### config.mk
export PLATFORM = sky130hd
export DESIGN_NAME = csc_ctrl
export DESIGN_NICKNAME = d
export VERILOG_FILES = /design/src/core/csc_pkg.sv /design/src/core/csc_tick.sv /design/src/core/csc_ctrl.sv
export VERILOG_INCLUDE_DIRS = /design/src /design/src/core
export SDC_FILE = /design/constraint.sdc
export NUM_CORES = 1
export LEC_CHECK = 0
export BUFFER_PORTS_ARGS = -buffer_cell sky130_fd_sc_hd__buf_2
export CAP_MARGIN = 20
export CORE_AREA = 3 3 106 108
export DETAILED_ROUTE_END_ITERATION = 7
export DIE_AREA = 0 0 109 111
export PLACE_DENSITY = 0.75
export RECOVER_POWER = 100
export SLEW_MARGIN = 20
export SYNTH_ARGS = -nofsm -noshare
export SYNTH_HDL_FRONTEND = slang
export SYNTH_SLANG_ARGS = --single-unit
### constraint.sdc
create_clock -name i_clk -period 2.69 [get_ports i_clk]
set_input_delay 0.1345 -clock i_clk [delete_from_list [all_inputs] [get_ports i_clk]]
set_output_delay 0.1345 -clock i_clk [all_outputs]
set_load 0.03 [all_outputs]
### src/core/csc_defines.svh
`ifndef CSC_DEFINES_SVH
`define CSC_DEFINES_SVH

// ------------------------------------------------------------
// register byte offsets
// ------------------------------------------------------------
`define CSC_MISC_OFS 4'h0
`define CSC_DIG_OFS 4'h4
`define CSC_STAT_OFS 4'h8

// ------------------------------------------------------------
// field positions
// ------------------------------------------------------------
`define CSC_MISC_TIMER_BIT 0
`define CSC_MISC_MODE_BIT 1
`define CSC_DIG_ALL_BIT 0
`define CSC_DIG_ST0_BIT 7
`define CSC_DIG_ST1_BIT 8
`define CSC_DIG_FREQ_LSB 9
`define CSC_DIG_FREQ_MSB 20
`define CSC_DIG_XSW_BIT 21
`define CSC_DIG_DUAL_BIT 22
`define CSC_DIG_SIG_BIT 23
`define CSC_DIG_WMASK 32'h00ffff81
`define CSC_STAT_FAIL_BIT 0
`define CSC_STAT_RELOAD_BIT 1
`define CSC_STAT_BUSY_BIT 2
`define CSC_STAT_DONE_BIT 3

// ------------------------------------------------------------
// reset values
// ------------------------------------------------------------
`define CSC_MISC_RST 2'h0
`define CSC_DIG_RST 32'h00000000

// ------------------------------------------------------------
// self test order and timing
// ------------------------------------------------------------
`define CSC_T_SIG 3'h0
`define CSC_T_DUAL 3'h1
`define CSC_T_XSW 3'h2
`define CSC_T_FREQ 3'h3
`define CSC_T_ST1 3'h4
`define CSC_T_ST0 3'h5
`define CSC_T_LAST 3'h5
`define CSC_CLK_HZ 20000000
`define CSC_SIG_INTERVAL_MS 10
`define CSC_SIG_INTERVAL_CYC ((`CSC_SIG_INTERVAL_MS * `CSC_CLK_HZ) / 1000)

`endif

### src/core/csc_pkg.sv
package csc_pkg;
   // self test sequencer, gray along idle-pick-wait-done
   typedef enum logic [2:0] {
      CSC_ST_IDLE = 3'b000,
      CSC_ST_PICK = 3'b001,
      CSC_ST_WAIT = 3'b011,
      CSC_ST_DONE = 3'b010
   } csc_st_t;
   // reload sequence
   typedef enum logic [1:0] {
      CSC_RL_IDLE = 2'b00,
      CSC_RL_LOAD = 2'b01,
      CSC_RL_BOOT = 2'b11
   } csc_rl_t;
   // action taken on signature mismatch
   typedef enum logic {
      CSC_ERR_FLAG = 1'b0,
      CSC_ERR_RELOAD = 1'b1
   } csc_err_t;
endpackage

### src/core/csc_tick.sv
`timescale 1ns/100ps
// one-cycle pulse every PERIOD cycles while enabled
module csc_tick #(
   parameter int unsigned PERIOD = 200000
) (
   // clock and reset
   input wire logic i_clk,
   input wire logic i_sys_rst,
   // control
   input wire logic i_en,
   // pulse
   output logic o_tick
);
   logic [31:0] cnt_q;

   // restart on disable so the first check comes a full period later
   always_ff @(posedge i_clk) begin
      if (i_sys_rst || !i_en) begin
         cnt_q <= 32'h0;
         o_tick <= 1'b0;
      end else if (cnt_q == PERIOD - 1) begin
         cnt_q <= 32'h0;
         o_tick <= 1'b1;
      end else begin
         cnt_q <= cnt_q + 32'h1;
         o_tick <= 1'b0;
      end
   end
endmodule

### src/core/csc_ctrl.sv
// Design decisions made here: the register offsets and register access over Avalon-MM.
`timescale 1ns/100ps
`include "csc_defines.svh"
// signature check and startup self test control
module csc_ctrl #(
   parameter int unsigned SIG_PERIOD = `CSC_SIG_INTERVAL_CYC,
   parameter int unsigned N_OUT = 12
) (
   // clock and reset
   input wire logic i_clk,
   input wire logic i_sys_rst,
   // avalon-mm slave
   input wire logic [3:0] i_avs_address,
   input wire logic i_avs_read,
   input wire logic i_avs_write,
   input wire logic [31:0] i_avs_writedata,
   output logic [31:0] o_avs_readdata,
   output logic o_avs_waitrequest,
   // configuration signature
   input wire logic [31:0] i_sig_calc,
   input wire logic [31:0] i_sig_ref,
   // reload and power-up sequence
   output logic o_outputs_disable,
   output logic o_otp_reload_req,
   input wire logic i_otp_reload_done,
   output logic o_powerup_restart,
   input wire logic i_powerup_done,
   // output rate monitor selects
   input wire logic [N_OUT-1:0] i_freq_sel_true,
   input wire logic [N_OUT-1:0] i_freq_sel_comp,
   // self test engines
   input wire logic i_selftest_start,
   output logic [5:0] o_test_start,
   input wire logic [5:0] i_test_done,
   output logic [N_OUT-1:0] o_freq_test_mask,
   output logic o_selftest_busy
);
   // ------------------------------------------------------------
   // declarations
   // ------------------------------------------------------------
   logic [1:0] misc_q;
   logic [31:0] dig_q;
   logic fail_q;
   logic reload_q;
   logic done_q;
   logic ack_q;
   logic req;
   logic wr_en;
   logic rd_en;
   logic tick;
   logic chk_event;
   logic mismatch;
   logic sel_any;
   logic [2:0] idx_q;
   logic clr_fail;
   logic clr_reload;
   logic clr_done;
   csc_pkg::csc_st_t st_q;
   csc_pkg::csc_rl_t rl_q;
   csc_pkg::csc_err_t err_mode;

   // ------------------------------------------------------------
   // helpers
   // ------------------------------------------------------------
   // whether a test runs, given the disable register
   function automatic logic test_en(input logic [2:0] t, input logic [31:0] d,
                                    input logic any);
      logic r;
      r = 1'b0;
      case (t)
         `CSC_T_SIG: r = !d[`CSC_DIG_SIG_BIT];
         `CSC_T_DUAL: r = !d[`CSC_DIG_DUAL_BIT];
         `CSC_T_XSW: r = !d[`CSC_DIG_XSW_BIT];
         `CSC_T_FREQ: r = any && (~d[`CSC_DIG_FREQ_MSB:`CSC_DIG_FREQ_LSB] != '0);
         `CSC_T_ST1: r = !d[`CSC_DIG_ST1_BIT];
         `CSC_T_ST0: r = !d[`CSC_DIG_ST0_BIT];
         default: r = 1'b0;
      endcase
      return r;
   endfunction

   // ------------------------------------------------------------
   // bus slave
   // ------------------------------------------------------------
   // one wait cycle per access; the write lands on the released edge
   assign req = i_avs_read || i_avs_write;
   assign o_avs_waitrequest = req && !ack_q;
   assign wr_en = i_avs_write && ack_q;
   assign rd_en = i_avs_read && !ack_q;

   always_ff @(posedge i_clk) begin
      if (i_sys_rst) begin
         ack_q <= 1'b0;
      end else begin
         ack_q <= req && !ack_q;
      end
   end

   // read data captured one cycle ahead; unmapped reads give zero
   always_ff @(posedge i_clk) begin
      if (i_sys_rst) begin
         o_avs_readdata <= 32'h0;
      end else if (rd_en) begin
         if (i_avs_address == `CSC_MISC_OFS) begin
            o_avs_readdata <= {30'h0, misc_q};
         end else if (i_avs_address == `CSC_DIG_OFS) begin
            o_avs_readdata <= dig_q & `CSC_DIG_WMASK;
         end else if (i_avs_address == `CSC_STAT_OFS) begin
            o_avs_readdata <= {28'h0, done_q, o_selftest_busy, reload_q, fail_q};
         end else begin
            o_avs_readdata <= 32'h0;
         end
      end
   end

   // configuration registers
   always_ff @(posedge i_clk) begin
      if (i_sys_rst) begin
         misc_q <= `CSC_MISC_RST;
         dig_q <= `CSC_DIG_RST;
      end else if (wr_en) begin
         if (i_avs_address == `CSC_MISC_OFS) begin
            misc_q <= i_avs_writedata[1:0];
         end else if (i_avs_address == `CSC_DIG_OFS) begin
            dig_q <= i_avs_writedata & `CSC_DIG_WMASK;
         end
      end
   end

   // write-one-to-clear strobes for the status flags
   assign clr_fail = wr_en && (i_avs_address == `CSC_STAT_OFS)
                     && i_avs_writedata[`CSC_STAT_FAIL_BIT];
   assign clr_reload = wr_en && (i_avs_address == `CSC_STAT_OFS)
                       && i_avs_writedata[`CSC_STAT_RELOAD_BIT];
   assign clr_done = wr_en && (i_avs_address == `CSC_STAT_OFS)
                     && i_avs_writedata[`CSC_STAT_DONE_BIT];

   // ------------------------------------------------------------
   // periodic signature check
   // ------------------------------------------------------------
   csc_tick #(
      .PERIOD(SIG_PERIOD)
   ) u_tick (
      .i_clk(i_clk),
      .i_sys_rst(i_sys_rst),
      .i_en(misc_q[`CSC_MISC_TIMER_BIT]),
      .o_tick(tick)
   );

   assign err_mode = csc_pkg::csc_err_t'(misc_q[`CSC_MISC_MODE_BIT]);
   assign mismatch = i_sig_calc != i_sig_ref;
   // checks held while a reload runs, the signature is in flux then
   assign chk_event = tick && misc_q[`CSC_MISC_TIMER_BIT]
                      && (rl_q == csc_pkg::CSC_RL_IDLE);

   // failure flag, set wins over clear
   always_ff @(posedge i_clk) begin
      if (i_sys_rst) begin
         fail_q <= 1'b0;
      end else if (chk_event && mismatch && err_mode == csc_pkg::CSC_ERR_FLAG) begin
         fail_q <= 1'b1;
      end else if (clr_fail) begin
         fail_q <= 1'b0;
      end
   end

   // reload flag, set wins over clear
   always_ff @(posedge i_clk) begin
      if (i_sys_rst) begin
         reload_q <= 1'b0;
      end else if (chk_event && mismatch && err_mode == csc_pkg::CSC_ERR_RELOAD) begin
         reload_q <= 1'b1;
      end else if (clr_reload) begin
         reload_q <= 1'b0;
      end
   end

   // ------------------------------------------------------------
   // reload sequence
   // ------------------------------------------------------------
   // outputs stay off until the power-up sequence reports done
   always_ff @(posedge i_clk) begin
      if (i_sys_rst) begin
         rl_q <= csc_pkg::CSC_RL_IDLE;
         o_outputs_disable <= 1'b0;
         o_otp_reload_req <= 1'b0;
         o_powerup_restart <= 1'b0;
      end else begin
         o_powerup_restart <= 1'b0;
         case (rl_q)
            csc_pkg::CSC_RL_IDLE: begin
               if (chk_event && mismatch && err_mode == csc_pkg::CSC_ERR_RELOAD) begin
                  rl_q <= csc_pkg::CSC_RL_LOAD;
                  o_outputs_disable <= 1'b1;
                  o_otp_reload_req <= 1'b1;
               end
            end
            csc_pkg::CSC_RL_LOAD: begin
               if (i_otp_reload_done) begin
                  rl_q <= csc_pkg::CSC_RL_BOOT;
                  o_otp_reload_req <= 1'b0;
                  o_powerup_restart <= 1'b1;
               end
            end
            csc_pkg::CSC_RL_BOOT: begin
               if (i_powerup_done) begin
                  rl_q <= csc_pkg::CSC_RL_IDLE;
                  o_outputs_disable <= 1'b0;
               end
            end
            default: begin
               rl_q <= csc_pkg::CSC_RL_IDLE;
            end
         endcase
      end
   end

   // ------------------------------------------------------------
   // startup self test sequencer
   // ------------------------------------------------------------
   assign sel_any = (i_freq_sel_true != '0) || (i_freq_sel_comp != '0);
   assign o_selftest_busy = st_q != csc_pkg::CSC_ST_IDLE;

   // one test at a time, in fixed order; disabled ones are passed over
   always_ff @(posedge i_clk) begin
      if (i_sys_rst) begin
         st_q <= csc_pkg::CSC_ST_IDLE;
         idx_q <= 3'h0;
         o_test_start <= 6'h0;
         o_freq_test_mask <= '0;
      end else begin
         o_test_start <= 6'h0;
         case (st_q)
            csc_pkg::CSC_ST_IDLE: begin
               idx_q <= 3'h0;
               if (i_selftest_start) begin
                  if (dig_q[`CSC_DIG_ALL_BIT]) begin
                     st_q <= csc_pkg::CSC_ST_DONE;
                  end else begin
                     st_q <= csc_pkg::CSC_ST_PICK;
                  end
               end
            end
            csc_pkg::CSC_ST_PICK: begin
               if (test_en(idx_q, dig_q, sel_any)) begin
                  o_test_start[idx_q] <= 1'b1;
                  st_q <= csc_pkg::CSC_ST_WAIT;
                  if (idx_q == `CSC_T_FREQ) begin
                     o_freq_test_mask <= ~dig_q[`CSC_DIG_FREQ_MSB:`CSC_DIG_FREQ_LSB];
                  end
               end else if (idx_q == `CSC_T_LAST) begin
                  st_q <= csc_pkg::CSC_ST_DONE;
               end else begin
                  idx_q <= idx_q + 3'h1;
               end
            end
            csc_pkg::CSC_ST_WAIT: begin
               if (i_test_done[idx_q]) begin
                  o_freq_test_mask <= '0;
                  if (idx_q == `CSC_T_LAST) begin
                     st_q <= csc_pkg::CSC_ST_DONE;
                  end else begin
                     idx_q <= idx_q + 3'h1;
                     st_q <= csc_pkg::CSC_ST_PICK;
                  end
               end
            end
            csc_pkg::CSC_ST_DONE: begin
               st_q <= csc_pkg::CSC_ST_IDLE;
            end
            default: begin
               st_q <= csc_pkg::CSC_ST_IDLE;
            end
         endcase
      end
   end

   // sequence done flag, set wins over clear
   always_ff @(posedge i_clk) begin
      if (i_sys_rst) begin
         done_q <= 1'b0;
      end else if (st_q == csc_pkg::CSC_ST_DONE) begin
         done_q <= 1'b1;
      end else if (clr_done) begin
         done_q <= 1'b0;
      end
   end
endmodule

-- Yosys cells after proc, flatten, opt, wreduce, memory -nomap -nowiden
Index checks and enable logic that the tools add are counted.
- register bits: 118
- latch bits: 0
- RAM bits: 0
- bits in read-only memories: 0
- input bits: 137
- logic and storage cells: 142
- memories kept: 0
- add/sub/neg operators: 2
- $mul: 0
- div/mod/pow operators: 0
- magnitude comparators: 2
- eq/ne operators: 23
- shift-type cells: 0
- muxes and demuxes: 42
- bitwise logic cells: 6
- reduce and logical (&&, ||, !) cells: 50
- operators by type and width (operator ; number):
    24-bit 2-to-1 mux ; 2
    12-bit 2-to-1 mux ; 3
    12-bit nonzero test ; 3
    32-bit by 1-bit adder with 32-bit output (second input constant) ; 1
    32-bit by 18-bit == test with 1-bit output (second input constant) ; 1
    32-bit inequality test ; 1
    12-bit one-hot mux with 2 select lines ; 1
    3-bit 2-to-1 mux ; 7
    3-bit one-hot mux with 3 select lines ; 2
    3-bit AND reduction ; 6
    1-bit 2-to-1 mux ; 15
    1-bit logical AND ; 14
    2-bit inequality test (second input constant) ; 7
    3-bit by 2-bit == test with 1-bit output (second input constant) ; 4
    12-bit NOT ; 1
    2-bit nonzero test ; 6
    2-bit 2-to-1 mux ; 5
    1-bit zero test ; 7
    3-bit by 1-bit == test with 1-bit output (second input constant) ; 2
    3-bit == test (second input constant) ; 2
    3-bit zero test ; 2
    1-bit one-hot mux with 6 select lines ; 1
    2-bit one-hot mux with 3 select lines ; 1
    3-bit nonzero test ; 2
    21 further kinds ; 29

-- Depth between registers and ports, before layout
Gate-level depths: netlist (run 1).
- depth in word-level cells: 8
- depth in mapped cells: 9

-- By module
Synthesis (run 1) repeated with hierarchy kept, for this count alone.
- cells, all modules: 598
- area, all modules: 5221.3 um^2
- by module, submodules not included (module ; times used ; cells each ; area each (um^2) ; seq. area each (um^2)):
    csc_ctrl ; 1 ; 420 ; 3697.3 ; 1461.4
    csc_tick ; 1 ; 178 ; 1524.0 ; 660.6

-- Least setup slack after synthesis (run 1)
Ideal clock, no wire load.
- path kind: register -> register
- start: reg idx_q[0]
- end: reg o_freq_test_mask[10]
- library setup time: 0.121 ns
- arrival: 1.936 ns
- data required time: 2.569 ns
- setup slack: 0.634 ns
- stages on the path, launching flop included: 10
- cell sequence: dfxtp_1 -> clkbuf_1 -> inv_1 -> ha_1 -> nand2b_1 -> o2111ai_1 -> o21a_1 -> o211a_1 -> buf_2 -> mux2_2
- cells in the longest elaborated chain, start to end: 6
- elaborated cells on any way between the ends: 15
- those cells by class: eq/ne: 8; mux: 5; reduce/logical: 2
- RTL lines (item ; RTL line ; RTL):
    start, declared ; csc_ctrl.sv:54 ; logic [2:0] idx_q;
    start signal, assigned ; csc_ctrl.sv:254 ; idx_q <= idx_q + 3'h1;
    start signal, assigned ; csc_ctrl.sv:263 ; idx_q <= idx_q + 3'h1;
    3-bit == test (tied with other cells) ; csc_ctrl.sv:70 ; case (t)
    1-bit one-hot mux with 6 select lines ; csc_ctrl.sv:70 ;
    1-bit 2-to-1 mux ; csc_ctrl.sv:233 ; case (st_q)
    1-bit 2-to-1 mux ; csc_ctrl.sv:226 ; if (i_sys_rst) begin
    2-bit inequality test (no line) ; -- ;
    4-bit AND reduction (no line) * ; -- ;
    end signal, assigned ; csc_ctrl.sv:249 ; o_freq_test_mask <= ~dig_q[`CSC_DIG_FREQ_MSB:`CSC_DIG_FREQ_LSB];
    end, declared ; csc_ctrl.sv:35 ; output logic [N_OUT-1:0] o_freq_test_mask,
Mark *: on every way between the ends. The rest lies on a longest branch, timed or not. The select of a mux whose other input is x is not followed.
A chain may end at the register's enable or synchronous reset.

-- Worst setup path after layout (run 1)
- start: reg idx_q[1]
- end: reg o_freq_test_mask[11]
The elaborated chain is that of the path after synthesis.

==> impl_metrics.ini, run 1 <==
[routing]
top_layer = met4
drt-met1-wl_um = 5606
first_iter_violations = 281
vias = 4713
antenna_left = 0
totalWireLength_um = 13330
first_pass_iters = 5
met2WireLength_um = 6820
viasPerCell = 5.202
met3_wirelength_um = 750
drc_errors = 0
wl_per_cell_um = 14.71

[worst_setup_path]
path_cells = mux2_2 -> a222oi_1 -> nor2_1 -> nor3b_1 -> mux2_2
critPathBufInv = 0
critPathMostFrequentCell = mux2_2
critical_path.max_fanout = 12
cp_data_arrival_time_ns = 2.85
crit_path_start_kind = register
cp.required_ns = 3.02
critPathKind = register to register
crit_slowest_cell = dfxtp_1
crit_path_max_incr_delay_ns = 0.61
end_kind = register
cp_top_family = simple AND/OR/NAND/NOR gates

[clocking]
cts-buffers-inserted = 9
cts_sinks = 106
cts.path.max_buffers = 2
h-tree-depth = 3
postCtsResizedCells = 0
clock_latency_ns = 0.38
cts_root_buf = clkbuf_8
cts_tree = yes
path_clk_slew_ns = 0.12

[synthesis]
synth.area.top_cells = dfxtp_1 42%, xor2_1 7.3%, nor2_1 6.3%
yosys.area.top_type = dfxtp_1
synth-seq-cells = 106
synth_flop_cell = dfxtp_1
synth_cell_type_count = 54
syn_area_um2 = 5055
ys_warn_count = 0
seq_area_frac_synth_pct = 41.98
syn_area_per_cell_um2 = 8.524
synth_edf_count = 0
synth.most_common_cell = dfxtp_1
yosysTopAreaCellShare_pct = 41.98
syn_inst = 593
yosys-top-cells-count = 106 x dfxtp_1, 85 x nor2_1, 63 x nand2_1
async_flop_share_pct = 0

[status]
status = complete, but fails checks
violations = capacitance limit, slew limit

[place]
pre_cts_ws_ns = 0.2242
dpl.hpwl_um = 10070
io_buffers = 168
gp_congestion = 0.8775

[timing]
clock-skew-final_ns = 0.01300
report.final.setup_viol = 0
final-hold-violation-count = 0
layout_setup_ws_ns = 0.1771
drv_slew = 38
worstMarginPinSlew_ns = 1.504
clock.fmax_ghz = 0.3980
post-route-period-util_pct = 93.42
rsz0062_at_grt = yes
slew_headroom_pct = -0.2764
post-route-min-period_ns = 2.513

[floorplanning]
std_cell_rows = 37
die_width_um = 109
dieArea_um2 = 12100
io_pins = 192
coreArea_um2 = 10320
die_y_um = 111
start_util_pct = 48.96

[global_route]
grt_max_degree = 39
gr-total-overflow = 0
grt_util_all_layers_pct = 21.14
antenna_found_initial = 0
grt_pass1_vias = 4508
grt_pass1_wl_um = 20880

[layout]
nets = 908
area_growth_syn_to_layout_pct = 22.85
n_antenna_cell = 0
drive_gt1_share_pct = 21.95
postLayoutCoreUtil_pct = 60.15

[power_and_ir_drop]
design_power_total_mw = 2.919
p_leak_nw = 2.325
powerDensity_nw_per_um2 = 470.0
peakVddDrop_mv = 0.2926

[flow_run]
cap_violations = 1

[worst_hold_path]
hold_class = primary input to register
## state kept, by name (all words and copies together) (netlist names)
name               cells
ack_q                  1
dig_q                 18
done_q                 1
fail_q                 1
idx_q                  3
misc_q                 2
o_avs_readdata        21
o_freq_test_mask      12
o_otp_reload_req       1
o_outputs_disable      1
o_powerup_restart      1
o_test_start           6
reload_q               1
rl_q                   2
st_q                   2
u_tick.cnt_q          32
u_tick.o_tick          1
## logic make-up after synthesis
family | share of synthesized area, %
other | 0.07419
and+or+nand+nor | 26.36
AOI/OAI and AO/OA | 9.010
muxes | 4.802
xor gates and xnor gates | 10.74
buffers and inverters | 5.544
adders and majority gates | 1.485
DFF | 41.98
## routing by layer
| metal | vias to the layer above | track usage (%) |
|---|---|---|
| li1 | 2365 | - |
| met1 | 2194 | 25.83 |
| met2 | 141 | 37.76 |
| met3 | 13 | 2.737 |
| met4 | 0 | 6.734 |
| met5 | - | 0 |
## power by group
| group | internal (mW) | total [mW] | switching, mW |
|---|---|---|---|
| logic | 0.156 | 0.356 | 0.200 |
| registers | 1.58 | 1.60 | 0.0216 |
| clock network | 0.363 | 0.959 | 0.596 |
| total | 2.10 | 2.92 | 0.818 |
## worst reg2reg max path, cell delays in order (launching register included)
cell and delay (ns):
dfxtp_1 0.61, mux2_2 0.39, a222oi_1 0.61, nor2_1 0.41, nor3b_1 0.28, mux2_2 0.18
## cell type report
class	instances	area (um^2)
flip-flops and latches	106	2122
well taps	136	170.2
repair buffers	189	959.7
multi-input cells	439	2690
clock buffers	9	123.9
inverters	20	75.07
clock inverters	7	68.82
fillers	957	4114
## cell usage in the layout, fill, tap and decap left out, types with 14 or more instances in the layout
master	Yosys	final
a21oi_1	30	30
a22oi_1	18	18
buf_2	11	123
clkbuf_1	14	49
dfxtp_1	106	106
dlygate4sd3_1	0	14
inv_1	20	20
mux2_2	14	14
nand2_1	63	63
nor2_1	85	85
nor3_1	15	15
nor3b_1	14	14
nor4_1	29	29
xnor2_1	20	20
xor2_1	42	42
## stage by stage
step,setup TNS [ns],cell area (um^2),hold slack [ns],std cells
2_1_floorplan,0,5092,0.2705,603
3_3_place_gp,0,5951,0.3851,876
3_5_place_dp,0,5951,0.3910,876
4_1_cts,0,6284,0.004348,906
5_1_grt,-0.0004161,6210,0.01340,906
6_report,0,6210,0.01181,906
## repair_timing
item,4_1_cts,5_1_grt
hold endpoints to repair,14,0
buffers inserted,0,0
setup endpoints to repair,0,1
hold buffers,14,0
## final timing paths
check | endpoint | slack [ns] | cells past startpoint | from
worst max register to register | o_freq_test_mask[11] | 0.18 | 5 | idx_q[1]
worst max-delay path | o_freq_test_mask[11] | 0.18 | 5 | idx_q[1]
worst min register to register | o_outputs_disable | 0.48 | 2 | o_outputs_disable
worst min-delay path | dig_q[16] | 0.01 | 3 | i_avs_writedata[16]
No activity file was read; power rests on OpenSTA's default activity.
==> inputs of run 2 (changes only) <==
Settings changed: BUFFER_PORTS_ARGS -buffer_cell sky130_fd_sc_hd__buf_2 to -buffer_cell sky130_fd_sc_hd__buf_4, CTS_CLUSTER_SIZE set to 40.
==> impl_metrics.ini, run 2 (synthesis results as in run 1) <==
[power_and_ir_drop]
clockPowerShare_pct = 32.2
p_comb_share_pct = 13.5
switching_share_pct = 27.21
switching_power_uw = 804.6
seqPwrFrac_pct = 54.3
peakVddDrop_mv = 0.3143
p_leak_nw = 2.429
power.internal_mw = 2.152
powerDensity_nw_per_um2 = 455.1

[place]
pre_cts_ws_ns = 0.2585
dp_cells = 875
dpl.hpwl_um = 10190
place_area_um2 = 6364
io_buffers = 168
gp_congestion = 0.8986

[clocking]
path_clk_slew_ns = 0.11
h-tree-depth = 3
cts-buffers-inserted = 9
cts_tree = yes
postCtsHoldBufs = 12
cts_sinks = 106
cts_root_buf = clkbuf_8
postCtsResizedCells = 0
cts.path.max_buffers = 2
post_cts_buffers = 0
clock_latency_ns = 0.37

[floorplanning]
coreArea_um2 = 10320
die_y_um = 111
std_cell_rows = 37
io_pins = 192
dieArea_um2 = 12100
die_width_um = 109
start_util_pct = 48.96

[global_route]
grt_pass1_vias = 4546
grt_max_degree = 87
antenna_found_initial = 0
grt_pass1_wl_um = 21540
grt_util_all_layers_pct = 21.91
gr-total-overflow = 0

[layout]
n_antenna_cell = 0
area_growth_syn_to_layout_pct = 28.51
drive_gt1_share_pct = 22.03
final_area_um2 = 6496
top_register = u_tick.cnt_q
nets = 905
final_common_cell = buf_4
largest_register_ffs = 32
final_cells = 903
reg.largest.list = u_tick.cnt_q (32), o_avs_readdata (21), dig_q (18)
fill_cells = 942
final_cell_mix = 124 x buf_4, 106 x dfxtp_1, 85 x nor2_1

[worst_setup_path]
r2r.worst_path.cells = 6
critical_path.max_fanout = 12
reg2reg_setup_slack_ns = 0.24
crit_start = idx_q[1]
critPathKind = register to register
crit_path_start_kind = register
rr_endpoint = o_freq_test_mask[8]
cp_data_arrival_time_ns = 2.71
cp.required_ns = 2.95
end_kind = register
r2r-start = idx_q[1]
endpoint = o_freq_test_mask[8]

[timing]
drv_slew = 87
post-route-min-period_ns = 2.455
tns_ns = 0
slew_headroom_pct = -6.062
layout_setup_ws_ns = 0.2352
clock.fmax_ghz = 0.4074
rsz0062_at_grt = no
whs_ns = 0.02366
worstMarginPinSlew_ns = 1.591
final-hold-violation-count = 0
post-route-period-util_pct = 91.26
clock-skew-final_ns = 0.02038
report.final.setup_viol = 0

[routing]
totalWireLength_um = 13530
wl_per_cell_um = 14.98
drc_errors = 0
antenna_left = 0
first_iter_violations = 227
first_pass_iters = 4
viasPerCell = 5.172
vias = 4670

[flow_run]
cap_violations = 1

[status]
violations = capacitance limit, slew limit
status = complete, but fails checks

[worst_hold_path]
hold_class = primary input to register
## run 2: cell types whose count changed in the layout (fill, tap and decap cells not counted), moves of 2 or more
cell,previous run,this run
clkbuf_1,49,47
buf_2,123,0
inv_6,2,0
buf_4,2,124
dlygate4sd3_1,14,12
clkinv_4,0,2
inv_8,2,4
## run 2: area by class of cell
class	count	area (um^2)	area share (%)
multi-input cells	439	2690	41.41
flip-flops and latches	106	2122	32.67
repair buffers	186	1245	19.16
well taps	136	170.2	2.619
clock buffers	9	123.9	1.907
inverters	20	75.07	1.156
clock inverters	7	70.07	1.079
## run 2: worst min-delay path by stage
stage	from	end	slack (ns)	depth (start not counted)
5_1_grt	i_avs_writedata[14]	dig_q[14]	0.01	3
6_report	i_avs_writedata[14]	dig_q[14]	0.02	3
3_3_place_gp	i_avs_writedata[1]	misc_q[1]	0.38	3
4_1_cts	i_avs_writedata[16]	dig_q[16]	0.004	3
2_1_floorplan	i_avs_writedata[21]	dig_q[21]	0.27	2
3_5_place_dp	i_avs_writedata[20]	dig_q[20]	0.39	3
## run 2: critical path, stage by stage (launching register included)
cell,delay [ns]
dfxtp_1,0.60
ha_1,0.23
ha_1,0.18
o311ai_0,0.16
o21ba_1,0.30
o211a_1,0.48
mux2_2,0.40
## run 2: layer usage
layer / up-vias / wire length [um] / track usage, %
met3: 14 / 726 / 5.009
met5: - / 0 / 0
met4: 0 / 155 / 4.714
li1: 2363 / - / -
met2: 107 / 7033 / 39.48
met1: 2186 / 5615 / 26.08
## run 2: per-stage QoR
step | utilization (%) | power [mW]
2_1_floorplan | - | 1.843
3_3_place_gp | 61.64 | 2.024
3_5_place_dp | 61.64 | 2.033
4_1_cts | 64.68 | 2.996
5_1_grt | 62.93 | 3.092
6_report | 62.93 | 2.957
## run 2: power by group through the flow
stage          Combinational, mW  Sequential (mW)  Clock (mW)
2_1_floorplan              0.210             1.63           0
3_3_place_gp               0.384             1.64           0
3_5_place_dp               0.393             1.64           0
4_1_cts                    0.409             1.60       0.983
5_1_grt                    0.435             1.61        1.05
6_report                   0.400             1.60       0.952
